### src/hw/tcr_defines.vh
// Constants for the temperature conversion and result block
`ifndef TCR_DEFINES_VH
`define TCR_DEFINES_VH

`define TCR_CLK_MHZ 100
`define TCR_CONV_TIME_9BIT_MS 150
`define TCR_CONV_CYC_9BIT (`TCR_CONV_TIME_9BIT_MS * 1000 * `TCR_CLK_MHZ)

`define TCR_RES_9 2'h0
`define TCR_RES_10 2'h1
`define TCR_RES_11 2'h2
`define TCR_RES_12 2'h3
`define TCR_MASK_9 16'hFF80
`define TCR_MASK_10 16'hFFC0
`define TCR_MASK_11 16'hFFE0
`define TCR_MASK_12 16'hFFF0
`define TCR_LOW_ZERO 4'h0

`define TCR_PTR_TEMP 2'h0
`define TCR_PTR_CFG 2'h1
`define TCR_CFG_RESET 8'h00
`define TCR_CFG_WR_MASK 8'h7F
`define TCR_CFG_STOP_BIT 0
`define TCR_CFG_RES_LO_BIT 5
`define TCR_CFG_RES_HI_BIT 6
`define TCR_DEV_ADDR_HI 4'h9
`define TCR_UNUSED_READ 8'h00
`define TCR_BITS_PER_BYTE 4'h8

`endif

### src/hw/tcr_sync.v
// Two flip-flop synchroniser for asynchronous pin inputs
`timescale 1ns/1ns
module tcr_sync #(
	parameter WIDTH = 1
) (
	input wire clk_sys,
	input wire sys_rst,
	input wire [WIDTH-1:0] async_in,
	output reg [WIDTH-1:0] sync_out
);
	reg [WIDTH-1:0] meta_reg;

	always @(posedge clk_sys or posedge sys_rst) begin
		if (sys_rst) begin
			meta_reg <= {WIDTH{1'b0}};
			sync_out <= {WIDTH{1'b0}};
		end else begin
			meta_reg <= async_in;
			sync_out <= meta_reg;
		end
	end
endmodule // tcr_sync

### src/hw/tcr_top.v
// Background temperature conversion engine with two-wire register access
`timescale 1ns/1ns
`include "tcr_defines.vh"
module tcr_top #(
	parameter [31:0] CONV_CYC_9BIT = `TCR_CONV_CYC_9BIT
) (
	input wire clk_sys,
	input wire sys_rst,
	input wire scl_in,
	input wire sda_in,
	output reg sda_out,
	output reg sda_oe,
	input wire [2:0] addr_pins,
	input wire [11:0] sensor_code,
	output reg conv_active
);
	localparam [2:0] ST_IDLE = 3'h0;
	localparam [2:0] ST_RXB = 3'h1;
	localparam [2:0] ST_ACK = 3'h2;
	localparam [2:0] ST_TXB = 3'h3;
	localparam [2:0] ST_MACK = 3'h4;

	wire [4:0] pins_s;
	wire scl_s = pins_s[0];
	wire sda_s = pins_s[1];
	wire [2:0] addr_s = pins_s[4:2];

	tcr_sync #(.WIDTH(5)) u_sync (
		.clk_sys(clk_sys),
		.sys_rst(sys_rst),
		.async_in({addr_pins, sda_in, scl_in}),
		.sync_out(pins_s)
	);

	reg scl_prev_reg;
	reg sda_prev_reg;
	wire scl_rise = scl_s & ~scl_prev_reg;
	wire scl_fall = ~scl_s & scl_prev_reg;
	wire start_det = scl_s & scl_prev_reg & sda_prev_reg & ~sda_s;
	wire stop_det = scl_s & scl_prev_reg & ~sda_prev_reg & sda_s;

	reg [7:0] cfg_reg;
	reg [15:0] temperature_result_reg;
	reg [31:0] conv_cnt_reg;
	reg [1:0] conv_res_reg;
	reg [2:0] state_reg;
	reg [3:0] bitcnt_reg;
	reg [1:0] byte_idx_reg;
	reg [7:0] rx_sh_reg;
	reg [7:0] tx_sh_reg;
	reg [1:0] ptr_reg;
	reg rw_reg;
	reg rd_hi_reg;
	reg [15:0] snap_reg;

	wire low_power_stop = cfg_reg[`TCR_CFG_STOP_BIT];
	wire res_sel_lo = cfg_reg[`TCR_CFG_RES_LO_BIT];
	wire res_sel_hi = cfg_reg[`TCR_CFG_RES_HI_BIT];
	wire [1:0] res_code = {res_sel_hi, res_sel_lo};
	wire [31:0] conv_time_max = CONV_CYC_9BIT << conv_res_reg;

	// Unused low bits are masked per resolution; bits 3..0 are always zero
	reg [15:0] res_mask;
	always @* begin
		case (conv_res_reg)
		`TCR_RES_9: res_mask = `TCR_MASK_9;
		`TCR_RES_10: res_mask = `TCR_MASK_10;
		`TCR_RES_11: res_mask = `TCR_MASK_11;
		`TCR_RES_12: res_mask = `TCR_MASK_12;
		default: res_mask = `TCR_MASK_9;
		endcase
	end
	// Sensor code is 12-bit two's complement in 1/16 degree steps
	wire [15:0] new_result = {sensor_code, `TCR_LOW_ZERO} & res_mask;

	// Conversion engine
	always @(posedge clk_sys or posedge sys_rst) begin
		if (sys_rst) begin
			conv_active <= 1'b1;
			conv_cnt_reg <= 32'h00000000;
			conv_res_reg <= `TCR_RES_9;
			temperature_result_reg <= 16'h0000;
		end else if (conv_active) begin
			if (conv_cnt_reg >= conv_time_max - 32'h00000001) begin
				temperature_result_reg <= new_result;
				conv_cnt_reg <= 32'h00000000;
				conv_res_reg <= res_code;
				conv_active <= ~low_power_stop;
			end else begin
				conv_cnt_reg <= conv_cnt_reg + 32'h00000001;
			end
		end else if (!low_power_stop) begin
			conv_active <= 1'b1;
			conv_res_reg <= res_code;
		end
	end

	// Byte returned to the host for the current pointer
	reg [7:0] tx_byte;
	always @* begin
		case (ptr_reg)
		`TCR_PTR_TEMP: tx_byte = rd_hi_reg ? snap_reg[15:8] : snap_reg[7:0];
		`TCR_PTR_CFG: tx_byte = cfg_reg;
		default: tx_byte = `TCR_UNUSED_READ;
		endcase
	end

	// Two-wire slave; reads only copy the stored result, never touch the engine
	always @(posedge clk_sys or posedge sys_rst) begin
		if (sys_rst) begin
			scl_prev_reg <= 1'b1;
			sda_prev_reg <= 1'b1;
			sda_out <= 1'b0;
			sda_oe <= 1'b0;
			cfg_reg <= `TCR_CFG_RESET;
			state_reg <= ST_IDLE;
			bitcnt_reg <= 4'h0;
			byte_idx_reg <= 2'h0;
			rx_sh_reg <= 8'h00;
			tx_sh_reg <= 8'h00;
			ptr_reg <= `TCR_PTR_TEMP;
			rw_reg <= 1'b0;
			rd_hi_reg <= 1'b1;
			snap_reg <= 16'h0000;
		end else begin
			scl_prev_reg <= scl_s;
			sda_prev_reg <= sda_s;
			sda_out <= 1'b0;
			if (start_det) begin
				state_reg <= ST_RXB;
				bitcnt_reg <= 4'h0;
				byte_idx_reg <= 2'h0;
				sda_oe <= 1'b0;
			end else if (stop_det) begin
				state_reg <= ST_IDLE;
				sda_oe <= 1'b0;
			end else begin
				case (state_reg)
				ST_IDLE: begin
					sda_oe <= 1'b0;
				end
				ST_RXB: begin
					if (scl_rise) begin
						rx_sh_reg <= {rx_sh_reg[6:0], sda_s};
						bitcnt_reg <= bitcnt_reg + 4'h1;
					end else if (scl_fall && bitcnt_reg == `TCR_BITS_PER_BYTE) begin
						bitcnt_reg <= 4'h0;
						if (byte_idx_reg != 2'h2)
							byte_idx_reg <= byte_idx_reg + 2'h1;
						if (byte_idx_reg == 2'h0) begin
							if (rx_sh_reg[7:1] == {`TCR_DEV_ADDR_HI, addr_s}) begin
								rw_reg <= rx_sh_reg[0];
								snap_reg <= temperature_result_reg;
								rd_hi_reg <= 1'b1;
								sda_oe <= 1'b1;
								state_reg <= ST_ACK;
							end else begin
								state_reg <= ST_IDLE;
							end
						end else begin
							if (byte_idx_reg == 2'h1)
								ptr_reg <= rx_sh_reg[1:0];
							else if (ptr_reg == `TCR_PTR_CFG)
								cfg_reg <= rx_sh_reg & `TCR_CFG_WR_MASK;
							sda_oe <= 1'b1;
							state_reg <= ST_ACK;
						end
					end
				end
				ST_ACK, ST_MACK: begin
					if (state_reg == ST_MACK && scl_rise && sda_s) begin
						state_reg <= ST_IDLE;
					end else if (scl_fall) begin
						if (rw_reg) begin
							sda_oe <= ~tx_byte[7];
							tx_sh_reg <= {tx_byte[6:0], 1'b0};
							rd_hi_reg <= ~rd_hi_reg;
							bitcnt_reg <= 4'h1;
							state_reg <= ST_TXB;
						end else begin
							sda_oe <= 1'b0;
							state_reg <= ST_RXB;
						end
					end
				end
				ST_TXB: begin
					if (scl_fall) begin
						if (bitcnt_reg == `TCR_BITS_PER_BYTE) begin
							sda_oe <= 1'b0;
							bitcnt_reg <= 4'h0;
							state_reg <= ST_MACK;
						end else begin
							sda_oe <= ~tx_sh_reg[7];
							tx_sh_reg <= {tx_sh_reg[6:0], 1'b0};
							bitcnt_reg <= bitcnt_reg + 4'h1;
						end
					end
				end
				default: state_reg <= ST_IDLE;
				endcase
			end
		end
	end
endmodule // tcr_top

### config.mk
export PLATFORM = sky130hd
export DESIGN_NAME = tcr_top
export DESIGN_NICKNAME = d
export VERILOG_FILES = /design/src/hw/tcr_sync.v /design/src/hw/tcr_top.v
export VERILOG_INCLUDE_DIRS = /design/src /design/src/hw
export SDC_FILE = /design/constraint.sdc
export NUM_CORES = 1
export LEC_CHECK = 0
export ABC_CLOCK_PERIOD_IN_PS = 4000
export BUFFER_PORTS_ARGS = -buffer_cell sky130_fd_sc_hd__buf_2
export CORE_MARGIN = 3
export CORE_UTILIZATION = 60
export CTS_BUF_LIST = sky130_fd_sc_hd__clkbuf_16
export CTS_CLUSTER_SIZE = 12
export DETAILED_ROUTE_END_ITERATION = 12
export PLACE_DENSITY = 0.78
export SETUP_SLACK_MARGIN = 0.05
export SYNTH_ARGS = -nofsm -noshare
export SYNTH_HDL_FRONTEND = slang
export SYNTH_SLANG_ARGS = --single-unit
### constraint.sdc
create_clock -name clk_sys -period 4 [get_ports clk_sys]
set_clock_uncertainty 0.15 [all_clocks]
set_input_delay 0.8 -clock clk_sys [delete_from_list [all_inputs] [get_ports clk_sys]]
set_output_delay 0.8 -clock clk_sys [all_outputs]
set_load 0.05 [all_outputs]
== After elaboration in Yosys (flattened, before gate mapping) ==
Index checks and enable logic that the tools add are counted.
Operators by class
  add/subtract/negate cells: 4
  $lt $le $gt $ge: 1
  equal/unequal tests: 39
  shift operators: 1
  muxes and demuxes: 63
  bitwise logic cells: 21
  reduce and logical (&&, ||, !) cells: 27
Operators by type and width (number)
  $pmux W16 S4: 1
  $mux W8: 6
  $mux W4: 9
  $add A32 B1 Y32 const B: 1
  $ge A32 B32 Y1: 1
  $mux W32: 1
  $pmux W8 S2: 2
  $shl A24 B2 Y32 const A: 1
  $sub A32 B1 Y32 const B: 1
  $ne A4 B4 Y1 const B: 7
  $reduce_and A7 Y1: 4
  $mux W3: 9
  $ne A2 B2 Y1 const B: 12
  $mux W2: 11
  $mux W1: 20
  $and A16 B16 Y16: 1
  $reduce_and A8 Y1: 2
  $ne A3 B3 Y1 const B: 5
  $not A1 Y1: 13
  $pmux W3 S4: 1
  $pmux W4 S3: 1
  $ne A5 B5 Y1 const B: 2
  $reduce_and A10 Y1: 1
  $reduce_bool A2 Y1: 5
  23 further kinds: 39
Storage, ports and cells
  bits in registers: 116
  input port bits: 19
  output and inout port bits: 3
  word-level logic and storage cells: 175

== Logic depth before layout (Yosys ltp) ==
Gate-level depths: netlist of run 1.
  depth in word-level cells: 9
  depth in mapped cells: 13
  mapped depth without buffers: 10

== By module ==
From an unflattened synthesis of run 1, not the netlist that was laid out.
Unflattened totals
  cells, all modules: 556
  area, all modules: 5788.1 um^2
By module, submodules not included
  tcr_top: instances 1, cells an instance 545, area each 5534.1 um^2, seq. area each 2432.3 um^2
  tcr_sync: instances 1, cells an instance 11, area each 254.0 um^2, seq. area each 250.2 um^2

== Least setup slack after synthesis of run 1 ==
Ideal clock, no wire load.
  kind: reg-to-reg
  start point: register conv_res_reg[1]
  end point: register temperature_result_reg[5]
  library setup time: 0.125 ns
  data arrival time: 2.785 ns
  required time: 3.725 ns
  slack: 0.940 ns
  cell stages (with the launch flop): 12
  path buffers: 2
  clock period less this slack: 3.060 ns
  cells stage by stage: dfrtp_1 > inv_1 > ha_1 > ha_1 > and3_4 > a221o_1 > a221oi_2 > o211ai_2 > and2_4 > buf_6 > buf_8 > mux2_4
Between the ends
  cells in the longest elaborated chain, start to end: 4
  elaborated cells between the ends (all ways): 10
  classes of those cells: 1 x add/sub; 1 x order compare; 3 x eq/ne; 1 x shift; 1 x mux; 1 x bitwise; 2 x reduce/logical
Ends and longest elaborated chain
  from (decl): RTL line tcr_top.v:45  | reg [1:0] conv_res_reg;
  from (signal assigned): RTL line tcr_top.v:81  | conv_res_reg <= `TCR_RES_9;
  from (signal assigned): RTL line tcr_top.v:87  | conv_res_reg <= res_code;
  from (signal assigned): RTL line tcr_top.v:94  | conv_res_reg <= res_code;
  $shl A24 B2 Y32: RTL line tcr_top.v:60  | wire [31:0] conv_time_max = CONV_CYC_9BIT << conv_res_reg;
  $sub A32 B1 Y32: RTL line tcr_top.v:84  | if (conv_cnt_reg >= conv_time_max - 32'h00000001) begin
  $ge A32 B32 Y1: RTL line tcr_top.v:84
  $reduce_and A2 Y1 (no line)
  to (signal assigned): RTL line tcr_top.v:85  | temperature_result_reg <= new_result;
  to (decl): RTL line tcr_top.v:43  | reg [15:0] temperature_result_reg;
Several ways; a longest one is shown, not always the timed one. The select of a mux whose other input is x is not followed.
A chain may end at the register's enable or synchronous reset.

== Worst setup path after layout of run 1 ==
  start point: register conv_res_reg[1]
  end point: register temperature_result_reg[10]
Between the ends
  cells in the longest elaborated chain, start to end: 4
Ends and longest elaborated chain (RTL line)
  $shl A24 B2 Y32: tcr_top.v:60
  $sub A32 B1 Y32: tcr_top.v:84
  $ge A32 B32 Y1: tcr_top.v:84
  $reduce_and A2 Y1 (no line)
Every way passes these cells.

==> metrics.sh, run 1 <==
GRT_MAX_DEGREE=82
RUN_STATUS='complete, no violations'
FP.DIEH_UM=104.5
SYNTH-COMPOUND-AREA-SHARE_PCT=11.81
STARTING_DENSITY_PCT=62.45
CRITICAL_PATH.ENDPOINT_TYPE='register'
CP_DATA_ARRIVAL_TIME_NS=3.60
SYNTH_ASYNC_SR_FLOP_SHARE_PCT=100.0
PLACEMENT.IO_BUFFERS=20
TIMING.FINAL.CRIT_SHARE_PCT=87.74
LAYOUT-AREA-OVERHEAD-VS-SYNTH_PCT=8.119
DRTITER0DRC=250
CTSHOLDBUFFERS=0
WORST_MAX_SLEW_MARGIN_EXPRESSED_RELATIVE_TO_THE_LIMIT_PCT=34.60
RSZ0062_AT_GRT='no'
GLOBAL_ROUTE.USAGE.TOTAL_PCT=22.38
POST_DRT_WL_PER_CELL_UM=16.16
LAYOUT_COMMONEST_CELL='sky130_fd_sc_hd__dfrtp_1'
CRITICAL_PATH_CLASS='reg -> reg'
POST-CTS-SETUP-BUFFER-COUNT=0
DRC=0
LAYOUT_COMMON_CELLS='103 x sky130_fd_sc_hd__dfrtp_1, 48 x sky130_fd_sc_hd__nand2_1, 43 x sky130_fd_sc_hd__nor2_1'
HOLD_PATH.CLASS='reg -> reg'
FINISH.INSTANCE_AREA_UM2=6299
CTS-BUFFERS-INSERTED=9
CTS_TREE='done'
REPORT.FINAL.SETUP_VIOL=0
SYNTH-EDFF-COUNT=0
TIMING.CRITICAL_PATH.FANOUT_MAX=19
MAX_CLOCK_FREQ_MHz=284.9
CTS_ROOT_BUF='sky130_fd_sc_hd__clkbuf_16'
FINALMAXSLEWVIOLATIONS=0
GP_ROUTABILITY_CONGESTION=0.9170
NUMBER_OF_GLOBAL_ROUTE_VIAS_BEFORE_REPAIR=4056
NUM_VIAS=4165
MAX_SLEW.WORST_PIN.SLEW_NS=0.9800
SYNTH.CELL_AREA_UM2=5826
CLOCK-SINKS=107
TIMING.HOLD.WS_NS=0.2031
PATH_CLK_SLEW_NS=0.08
DPL-INSTANCE-AREA_UM2=6000
FINAL_ANTENNA_NET_COUNT=0
GRT_FIRST_PASS_WIRELENGTH_UM=19910
MUXSHAREOFSYNTHAREA_PCT=9.579
LAYOUT-DRIVE-GT1-SHARE_PCT=16.35
LARGEST_REGISTER_FFS=32
ROWS=35
AVGSYNTHCELLAREA_UM2=10.40
POWER_PER_CELL_AREA_nW_PER_UM2=342.1
CRITICAL_PATH.STARTPOINT_TYPE='register'
TOTAL_LENGTH_OF_ROUTED_WIRES_UM=11480
SETUP_TNS_NS=0
FLOORPLAN_DIE_AREA_UM2=10930
SYNTH_FLOP_CELL='sky130_fd_sc_hd__dfrtp_1'
YOSYS.CELL_TYPES.COUNT=60
DRT_FIRST_PASS_ITERS=6
POWER.STATIC_LEAKAGE_nW=2.945
DIE_W_UM=104.5
NETS=635
DIODES=0
SYNTH-WARNING-COUNT=0
MAX-VDD-IR-DROP_uV=348.1
GRT_OVERFLOW_TOTAL=0
ANTENNA_VIOLATIONS_BEFORE_REPAIR=0
DRT-VIAS-PER-INSTANCE=5.866
CP_DATA_REQUIRED_TIME_NS=4.09
SYNTH_SEQ_CELLS=107
PLACEABLE_CORE_AREA_UM2=9328
MAIN_COMBINATIONAL_CELL_FAMILY_BY_AREA_AFTER_SYNTHESIS='simple AND/OR/NAND/NOR gates'
SYNTH_SEQ_AREA_SHARE_PCT=46.05
PLACE.DETAILED.HPWL_UM=8189
HOLD_VIOL=0
IO_PINS=22
SYNTH_SIMPLE_GATE_AREA_SHARE_PCT=16.24
CLK_PATH_BUF_DEPTH=2
YOSYS.AREA_SHARE.XOR_XNOR_PCT=4.059
HTREE_NUM_LEVELS=3
SYN-INSTANCE-COUNT=560
SYNTHADDERAREAFRAC_PCT=8.591
CLKLATENCYLATEPIN_NS=0.35
POSTCTSRESIZEDCELLS=0
MAX_CAP_CHECK_VIOLATION_COUNT=0
FINAL_PERIOD_MINUS_WORST_SETUP_SLACK_NS=3.510
stage by stage:
| step | worst slack (ns) | util (%) | cells | total power, mW |
|---|---|---|---|---|
| global route | 0.1634 | 67.53 | 710 | 2.244 |
| detailed placement | 0.5152 | 64.32 | 694 | 1.309 |
| global placement | 0.6372 | 64.32 | 694 | 1.304 |
| floorplan | 0.2394 | - | 565 | 1.267 |
| CTS | 0.5225 | 67.53 | 710 | 2.178 |
| finish | 0.4902 | 67.53 | 710 | 2.155 |
per-layer routing:
layer  vias to the layer above  share of wire [%]  GRT usage (%)
li1                       2031                  -              -
met1                      2024                 49          32.84
met2                        97                 46          34.23
met3                        13                4.2          4.200
met4                         0                1.2          6.173
met5                         -                  0              0
cell type report:
| class | instances | area, um2 |
|---|---|---|
| Sequential cell | 107 | 2683 |
| Inverter | 20 | 77.57 |
| Tap cell | 129 | 161.4 |
| Clock inverter | 7 | 73.82 |
| Clock buffer | 9 | 225.2 |
| Fill cell | 704 | 3029 |
| Timing Repair Buffer | 23 | 122.6 |
| Multi-Input combinational cell | 415 | 2955 |
logic make-up (layout without fill, tap and decap cells):
| kind of cell | count (synthesis) | count (layout) |
|---|---|---|
| buffers and inverters | 43 | 59 |
| muxes | 49 | 49 |
| xor gates and xnor gates | 27 | 27 |
| adders and majority gates | 40 | 40 |
| other | 2 | 7 |
| AOI/OAI and AO/OA | 105 | 105 |
| DFF | 107 | 107 |
| and+or+nand+nor | 187 | 187 |
Yosys cell counts, drive strengths merged, types with 3 or more instances:
library cell / count / area (um2)
mux2: 42 / 488.0
ha: 40 / 500.5
nand3: 19 / 95.09
nor4: 5 / 31.28
a22o: 5 / 43.79
nand2: 48 / 180.2
nand3b: 4 / 30.03
or3: 3 / 18.77
nor2: 43 / 161.4
clkbuf: 15 / 57.55
nor3b: 3 / 22.52
nand2b: 8 / 50.05
buf: 8 / 73.81
inv: 20 / 75.07
or2: 3 / 18.77
o2bb2ai: 7 / 61.31
nor3: 8 / 40.04
a22oi: 11 / 82.58
a21oi: 23 / 115.1
o21ai: 34 / 170.2
mux2i: 7 / 70.07
dfrtp: 103 / 2577
nor2b: 7 / 43.79
a21o: 3 / 23.77
xnor2: 13 / 113.9
and3: 16 / 105.1
dfstp: 4 / 105.1
and4: 4 / 35.03
nand4: 7 / 43.79
and2: 5 / 33.78
xor2: 14 / 122.6
a31oi: 3 / 18.77
critical path: stages, from the launching register on:
cell	delay, ns
sky130_fd_sc_hd__dfrtp_1	0.48
sky130_fd_sc_hd__inv_1	0.19
sky130_fd_sc_hd__ha_1	0.29
sky130_fd_sc_hd__ha_1	0.30
sky130_fd_sc_hd__nand4_1	0.11
sky130_fd_sc_hd__nor4_1	0.49
sky130_fd_sc_hd__nand3_1	0.17
sky130_fd_sc_hd__o211ai_2	0.42
sky130_fd_sc_hd__and2_4	0.41
sky130_fd_sc_hd__mux2_2	0.38
path summary, 6_finish.rpt:
check                      slack, ns                          to               start  cells after the start
max                             0.49  temperature_result_reg[10]     conv_res_reg[1]                      9
min                             0.20          u_sync.sync_out[4]  u_sync.meta_reg[4]                      0
max reg2reg                     0.49  temperature_result_reg[10]     conv_res_reg[1]                      9
min reg2reg                     0.20          u_sync.sync_out[4]  u_sync.meta_reg[4]                      0
max in group asynchronous       2.41                  cfg_reg[3]             sys_rst                      3
min in group asynchronous       0.52                state_reg[1]             sys_rst                      2
power by group:
group	leakage (nW)	total [mW]	switching (mW)	internal, mW
registers	1.43	1.15	0.0378	1.11
clock network	0.143	0.867	0.427	0.440
logic	1.37	0.137	0.0815	0.0551
total	2.94	2.15	0.546	1.61
Power figures use the tool's default switching activity.
==> run 2, diff against run 1 <==
CORE_UTILIZATION = 50   (was 60)
CTS_BUF_LIST = sky130_fd_sc_hd__clkbuf_4 sky130_fd_sc_hd__clkbuf_8 sky130_fd_sc_hd__clkbuf_16   (was sky130_fd_sc_hd__clkbuf_16)
PLACE_DENSITY = 0.67   (was 0.78)
SYNTH_HIERARCHICAL = 1   (was unset)
==> run 2 against run 1 <==
  * Routed wire length decreased by 4.0%
  * Flip-flop and latch count is the same
  * Critical path depth increased by 1
  * Clock power grew 8.4%
  * Sequential power grew 24%
  * Cell count up 1.7%
  * Non-clock buffer count unchanged
  * Die area is 18% higher
  * First-iteration DRC count shrank 31%
  * Register-to-register slack hardly changed
  * Maximum frequency about the same
  * Combinational power rose to 3.3 times the previous value
==> metrics.sh, run 2 <==
TIMING.FINAL.CRIT_SHARE_PCT=87.75
POST_DRT_WL_PER_CELL_UM=15.26
FINAL_ANTENNA_NET_COUNT=0
DIODES=0
NUM_VIAS=4065
DPL.CELL_COUNT=706
PATH_COMMON_CELL='sky130_fd_sc_hd__ha_1'
WORST_HOLD_STARTPOINT='u_sync/meta_reg[4]'
LARGEST_REGISTER_FFS=32
LAYOUT_COMMON_CELLS='103 x sky130_fd_sc_hd__dfrtp_1, 55 x sky130_fd_sc_hd__nand2_1, 52 x sky130_fd_sc_hd__nor2_1'
ANTENNA_VIOLATIONS_BEFORE_REPAIR=0
SYNTH-WARNING-COUNT=6
SYNTH_SEQ_AREA_SHARE_PCT=46.35
PLACE.DETAILED.HPWL_UM=8080
POST-SYNTH-TOP-COUNT-CELL='sky130_fd_sc_hd__dfrtp_1'
NETS=636
DRT_FIRST_PASS_ITERS=5
GRT_MAX_DEGREE=60
PLACEABLE_CORE_AREA_UM2=11080
CLOCK-SINKS=107
GLOBAL_ROUTE.USAGE.TOTAL_PCT=18.93
NUMBER_OF_FILLERS_IN_THE_FINAL_LAYOUT=972
WORSTREG2REGSTART='conv_res_reg[1]'
LAYOUT-DRIVE-GT1-SHARE_PCT=15.64
POSTCTSRESIZEDCELLS=0
HOLD_PATH.CLASS='reg -> reg'
NUMBER_OF_GLOBAL_ROUTE_VIAS_BEFORE_REPAIR=3992
SYNTH-EDFF-COUNT=0
SWITCHINGPOWER_uW=836.2
MAX-VDD-IR-DROP_uV=333.5
MIN_TO='u_sync/sync_out[4]'
CRITICAL_PATH.REG2REG.ENDPOINT='temperature_result_reg[13]'
FINAL_PERIOD_MINUS_WORST_SETUP_SLACK_NS=3.510
LAYOUT-AREA-OVERHEAD-VS-SYNTH_PCT=9.533
SYNTH.CELL_AREA_UM2=5788
GRT_FIRST_PASS_WIRELENGTH_UM=19690
SEQ_POWER_SHARE_PCT=50.6
POST-CTS-SETUP-BUFFER-COUNT=0
RSZ0062_AT_GRT='no'
MAX_CLOCK_FREQ_MHz=284.9
LAYOUT_COMMONEST_CELL='sky130_fd_sc_hd__dfrtp_1'
ROWS=38
COMBPWRFRAC_PCT=16.1
CLOCK_POWER_SHARE_PCT=33.3
GRT_OVERFLOW_TOTAL=0
CPPEAKSTAGEDELAY_NS=0.50
SYNTHTOPCELLSBYAREA='sky130_fd_sc_hd__dfrtp_1 45%, sky130_fd_sc_hd__ha_1 8.6%, sky130_fd_sc_hd__mux2_2 6.2%'
HOLD_VIOL=0
CTS_TREE='done'
DIE_W_UM=113.6
SYNTH_ASYNC_SR_FLOP_SHARE_PCT=100.0
TIMING.HOLD.WS_NS=0.2036
GP_ROUTABILITY_CONGESTION=0.8342
SYNTH_SEQ_CELLS=107
CP_CELL_SEQUENCE='inv_1 > ha_1 > ha_1 > nand4_1 > nor4_1 > nand2_1 > o211ai_2 > and2_1 > buf_12 > mux2_1'
AVGSYNTHCELLAREA_UM2=10.41
CELLINTERNALPOWER_mW=1.984
PATH_CLK_SLEW_NS=0.07
REPORT.FINAL.SETUP_VIOL=0
DRT-VIAS-PER-INSTANCE=5.630
CP_DATA_REQUIRED_TIME_NS=4.08
FP.DIEH_UM=113.6
CPMAXSTAGEDELAYCELL='sky130_fd_sc_hd__dfrtp_1'
CRITICAL_PATH.ENDPOINT_TYPE='register'
CLK_PATH_BUF_DEPTH=2
CRITICAL_PATH_CLASS='reg -> reg'
REG2REG_SLACK_NS=0.49
CP_DATA_ARRIVAL_TIME_NS=3.59
FLOORPLAN_DIE_AREA_UM2=12900
POWER_PER_CELL_AREA_nW_PER_UM2=444.9
TIMING.CRITICAL_PATH.FANOUT_MAX=35
SYN-INSTANCE-COUNT=556
WORST_HOLD_PATH.NUM_CELLS=0
TOTAL_LENGTH_OF_ROUTED_WIRES_UM=11020
SYNTH_FLOP_CELL='sky130_fd_sc_hd__dfrtp_1'
DRTITER0DRC=173
CRITICAL_PATH.STARTPOINT_TYPE='register'
MAX_SLEW.WORST_PIN.SLEW_NS=0.8892
DRC=0
STARTING_DENSITY_PCT=52.25
HTREE_NUM_LEVELS=3
CTS-BUFFERS-INSERTED=9
PLACEMENT.IO_BUFFERS=20
MAX_CAP_CHECK_VIOLATION_COUNT=0
FINAL-INSTANCE-COUNT-EXCL-FILL=722
CTSHOLDBUFFERS=0
YOSYS.CELL_TYPES.COUNT=70
WORST_MAX_SLEW_MARGIN_EXPRESSED_RELATIVE_TO_THE_LIMIT_PCT=40.46
CLKLATENCYLATEPIN_NS=0.35
POST-SYNTH-TOP-AREA-CELL='sky130_fd_sc_hd__dfrtp_1'
CTS_ROOT_BUF='sky130_fd_sc_hd__clkbuf_16'
R2R.WORST_PATH.CELLS=10
FINALMAXSLEWVIOLATIONS=0
SETUP_TNS_NS=0
POST-SYNTH-TOP-AREA-FRACTION_PCT=44.53
IO_PINS=22
RUN_STATUS='complete, no violations'
SYNTH_TOP_CELLS_BY_COUNT='103 x sky130_fd_sc_hd__dfrtp_1, 55 x sky130_fd_sc_hd__nand2_1, 52 x sky130_fd_sc_hd__nor2_1'
POWER.STATIC_LEAKAGE_nW=2.889
SW_RATIO_PCT=29.65
[run 2: changes by cell type after synthesis, sizes merged, moves of 6 or more]
cell	change
and3	-13
a21oi	+8
clkbuf	-6
nor2	+11
nand2	+8
o21ai	-6
[run 2: cell families after synthesis]
logic type	Yosys count	synth area share, %
AOI/OAI and AO/OA	100	10.90
muxes	50	9.576
xor gates and xnor gates	29	4.388
other	2	0.1298
DFF	107	46.35
adders and majority gates	40	8.647
and+or+nand+nor	189	16.90
buffers and inverters	39	3.113
[run 2: worst max-delay path by stage]
stage	startpoint	end	slack (ns)	cells after the start
floorplan	sys_rst	bitcnt_reg[0]	0.52	1
global placement	conv_res_reg[1]	temperature_result_reg[15]	0.62	10
detailed placement	conv_res_reg[1]	temperature_result_reg[13]	0.49	10
CTS	conv_res_reg[1]	temperature_result_reg[13]	0.47	10
global route	conv_res_reg[1]	temperature_result_reg[13]	0.14	10
finish	conv_res_reg[1]	temperature_result_reg[13]	0.49	10
[run 2: metrics by stage]
step | power [mW] | worst slack [ns] | util [%] | cell area [um2]
2_1_floorplan | 1.771 | 0.5229 | - | 5807
3_3_place_gp | 1.877 | 0.6163 | 54.33 | 6018
3_5_place_dp | 1.906 | 0.4859 | 54.33 | 6018
4_1_cts | 2.850 | 0.4682 | 57.23 | 6340
5_1_grt | 3.000 | 0.1382 | 57.23 | 6340
6_report | 2.821 | 0.4902 | 57.23 | 6340
[run 2: critical path: cells and delay by family, from the launching register on]
family          cells  cell delay (ns)
mux                 1             0.34
fa+ha+maj           2             0.59
simple gates        4             0.89
buf+inv             2             0.42
compound gates      1             0.47
flops               1             0.50
[run 2: area by class of cell]
| class | count | area, um2 | area share, % |
|---|---|---|---|
| inverter | 21 | 81.33 | 1.283 |
| clock buffer | 10 | 239.0 | 3.769 |
| multi-input combinational | 415 | 2944 | 46.44 |
| sequential | 107 | 2683 | 42.31 |
| clock inverter | 6 | 82.58 | 1.303 |
| tap | 140 | 175.2 | 2.763 |
| timing repair buffer | 23 | 135.1 | 2.131 |
[run 2: power groups by stage]
stage / Sequential, mW / Clock [mW] / Combinational, mW
floorplan: 1.40 / 0 / 0.372
global placement: 1.44 / 0 / 0.436
detailed placement: 1.45 / 0 / 0.461
CTS: 1.43 / 0.959 / 0.461
global route: 1.46 / 1.01 / 0.533
finish: 1.43 / 0.940 / 0.454
[run 2: per-layer routing]
metal	wire (um)	vias to the layer above	track usage, %	share of wire, %
li1	-	2008	-	-
met1	5362	1985	26.82	49
met2	5180	59	29.60	47
met3	316	13	3.607	2.9
met4	159	0	5.929	1.4
met5	0	-	0	0
==> run 3, diff against run 2 <==
ABC_CLOCK_PERIOD_IN_PS = 4400   (was 4000)
clock period = 4.4 ns   (was 4 ns; I/O delays follow)
==> run 3 against run 2 <==
  * Critical path type unchanged
  * Hold slack lost 0.0032 ns
  * Global-route usage shrank 0.077 points
  * Combinational power shrank 8.4%
  * Cell count is the same
  * Largest cell class unchanged
  * Clock power shrank 18%
  * Core utilization shrank 0.36 points
==> metrics.sh, run 3 (same netlist as run 2, synthesis figures left out) <==
CELLINTERNALPOWER_mW=1.732
MAX_CAP_CHECK_VIOLATION_COUNT=0
CRITICAL_PATH.ENDPOINT_TYPE='register'
PATH_COMMON_CELL='sky130_fd_sc_hd__ha_1'
COMBPWRFRAC_PCT=16.7
NUM_VIAS=4076
CLOCK-SINKS=107
DRTITER0DRC=231
CRITICAL_PATH.STARTPOINT_TYPE='register'
CTS_TREE='done'
IO_PINS=22
POSTCTSRESIZEDCELLS=0
CTSHOLDBUFFERS=0
FINAL_PERIOD_MINUS_WORST_SETUP_SLACK_NS=3.700
REG2REG_SLACK_NS=0.70
SW_RATIO_PCT=30.40
FLOORPLAN_DIE_AREA_UM2=12900
POWER.STATIC_LEAKAGE_nW=2.874
ANTENNA_VIOLATIONS_BEFORE_REPAIR=0
WORST_HOLD_STARTPOINT='u_sync/meta_reg[3]'
FINAL_ANTENNA_NET_COUNT=0
GRT_FIRST_PASS_WIRELENGTH_UM=19390
POWER_PER_CELL_AREA_nW_PER_UM2=394.9
ROWS=38
LAYOUT_COMMONEST_CELL='sky130_fd_sc_hd__dfrtp_1'
CP_DATA_REQUIRED_TIME_NS=4.48
POST-CTS-SETUP-BUFFER-COUNT=0
REPORT.FINAL.SETUP_VIOL=0
STARTING_DENSITY_PCT=52.25
CLOCK_POWER_SHARE_PCT=31.1
PATH_CLK_SLEW_NS=0.07
HTREE_NUM_LEVELS=3
DRC=0
MIN_TO='u_sync/sync_out[3]'
RUN_STATUS='complete, no violations'
TIMING.FINAL.CRIT_SHARE_PCT=84.10
GRT_MAX_DEGREE=49
LAYOUT_COMMON_CELLS='103 x sky130_fd_sc_hd__dfrtp_1, 55 x sky130_fd_sc_hd__nand2_1, 52 x sky130_fd_sc_hd__nor2_1'
MAX_SLEW.WORST_PIN.SLEW_NS=0.9719
NUMBER_OF_FILLERS_IN_THE_FINAL_LAYOUT=940
HOLD_VIOL=0
DIE_W_UM=113.6
POST_DRT_WL_PER_CELL_UM=15.43
CRIT_STARTPOINT='conv_res_reg[1]'
CPPEAKSTAGEDELAY_NS=0.49
DRT_FIRST_PASS_ITERS=5
LAYOUT-DRIVE-GT1-SHARE_PCT=15.64
CP_NUM_BUF_INV=2
FP.DIEH_UM=113.6
FINALMAXSLEWVIOLATIONS=0
NUMBER_OF_GLOBAL_ROUTE_VIAS_BEFORE_REPAIR=4012
WORSTREG2REGSTART='conv_res_reg[1]'
TIMING.CRITICAL_PATH.FANOUT_MAX=29
WORST_HOLD_PATH.NUM_CELLS=0
SEQ_POWER_SHARE_PCT=52.2
HOLD_PATH.CLASS='reg -> reg'
DIODES=0
CTS-BUFFERS-INSERTED=9
PLACEMENT.IO_BUFFERS=20
CPMAXSTAGEDELAYCELL='sky130_fd_sc_hd__dfrtp_1'
PRECTSSETUPSLACK_NS=0.7184
PLACE.DETAILED.HPWL_UM=8268
PLACEABLE_CORE_AREA_UM2=11080
GLOBAL_ROUTE.USAGE.TOTAL_PCT=18.85
GRT_OVERFLOW_TOTAL=0
DRT-VIAS-PER-INSTANCE=5.645
CRIT_FAMILY='simple AND/OR/NAND/NOR gates'
CRITICAL_PATH_CLASS='reg -> reg'
GP_ROUTABILITY_CONGESTION=0.9095
SETUP_TNS_NS=0
MAX_CLOCK_FREQ_MHz=270.2
WORST_MAX_SLEW_MARGIN_EXPRESSED_RELATIVE_TO_THE_LIMIT_PCT=34.92
R2R.WORST_PATH.CELLS=10
TOTAL_LENGTH_OF_ROUTED_WIRES_UM=11140
CP_DATA_ARRIVAL_TIME_NS=3.78
CP_CELL_SEQUENCE='inv_1 > ha_1 > ha_1 > nand4_1 > nor4_1 > nand2_1 > o211ai_2 > and2_1 > buf_12 > mux2_1'
CLKLATENCYLATEPIN_NS=0.35
NETS=636
MAX-VDD-IR-DROP_uV=282.1
RSZ0062_AT_GRT='no'
SWITCHINGPOWER_uW=756.3
LAYOUT_SETUP_WS_NS=0.6996
CLK_PATH_BUF_DEPTH=2
CRITICAL_PATH.REG2REG.ENDPOINT='temperature_result_reg[12]'
CTS_ROOT_BUF='sky130_fd_sc_hd__clkbuf_16'
LARGEST_REGISTER_FFS=32
LAYOUT-AREA-OVERHEAD-VS-SYNTH_PCT=8.841
## run 3: cell count changes in the layout (fill, tap and decap cells not counted), sizes merged
cell and delta:
inv -1, bufinv -1, clkinv +2
## run 3: layer usage
layer / GRT usage [%] / part of all wire [%] / up-vias
met3: 3.130 / 3.3 / 17
met1: 26.02 / 47 / 1984
met2: 29.45 / 48 / 73
li1: - / - / 2002
met5: 0 / 0 / -
met4: 8.253 / 2.1 / 0
## run 3: worst register-to-register path, stage by stage, from the launching register on
cell and delay (ns):
sky130_fd_sc_hd__dfrtp_1 0.49, sky130_fd_sc_hd__inv_1 0.20, sky130_fd_sc_hd__ha_1 0.29, sky130_fd_sc_hd__ha_1 0.30, sky130_fd_sc_hd__nand4_1 0.13, sky130_fd_sc_hd__nor4_1 0.39
sky130_fd_sc_hd__nand2_1 0.11, sky130_fd_sc_hd__o211ai_2 0.46, sky130_fd_sc_hd__and2_1 0.45, sky130_fd_sc_hd__buf_12 0.24, sky130_fd_sc_hd__mux2_1 0.37
## run 3: per-stage QoR
stage	util (%)	total power [mW]	hold WS [ns]	std cells	instance area (um2)
floorplan	-	1.610	0.1812	561	5807
global placement	54.33	1.705	0.1822	706	6018
detailed placement	54.33	1.738	0.1847	706	6018
CTS	56.87	2.521	0.2021	722	6300
global route	56.87	2.649	0.2084	722	6300
finish	56.87	2.488	0.2004	722	6300
## run 3: worst max-delay path by stage
stage                                       endpoint  slack, ns  cells past startpoint
after global placement    temperature_result_reg[12]       0.87                     10
after global routing       temperature_result_reg[7]       0.46                     10
final                     temperature_result_reg[12]       0.70                     10
after CTS                  temperature_result_reg[7]       0.69                     10
after floorplan                        bitcnt_reg[0]       0.84                      1
after detailed placement  temperature_result_reg[12]       0.72                     10
## run 3: power groups by stage
stage	combinational [mW]	clock [mW]	sequential, mW
floorplan	0.339	0	1.27
global placement	0.397	0	1.31
detailed placement	0.419	0	1.32
CTS	0.422	0.800	1.30
global route	0.475	0.849	1.33
finish	0.416	0.773	1.30
## run 3: final cells by class
| cell class | count | area, um2 | share of cell area (%) |
|---|---|---|---|
| Tap cell | 140 | 175.2 | 2.781 |
| Multi-Input combinational cell | 415 | 2944 | 46.73 |
| Clock buffer | 10 | 232.7 | 3.694 |
| Inverter | 21 | 81.33 | 1.291 |
| Sequential cell | 107 | 2683 | 42.58 |
| Timing Repair Buffer | 23 | 135.1 | 2.145 |
| Clock inverter | 6 | 48.80 | 0.7746 |
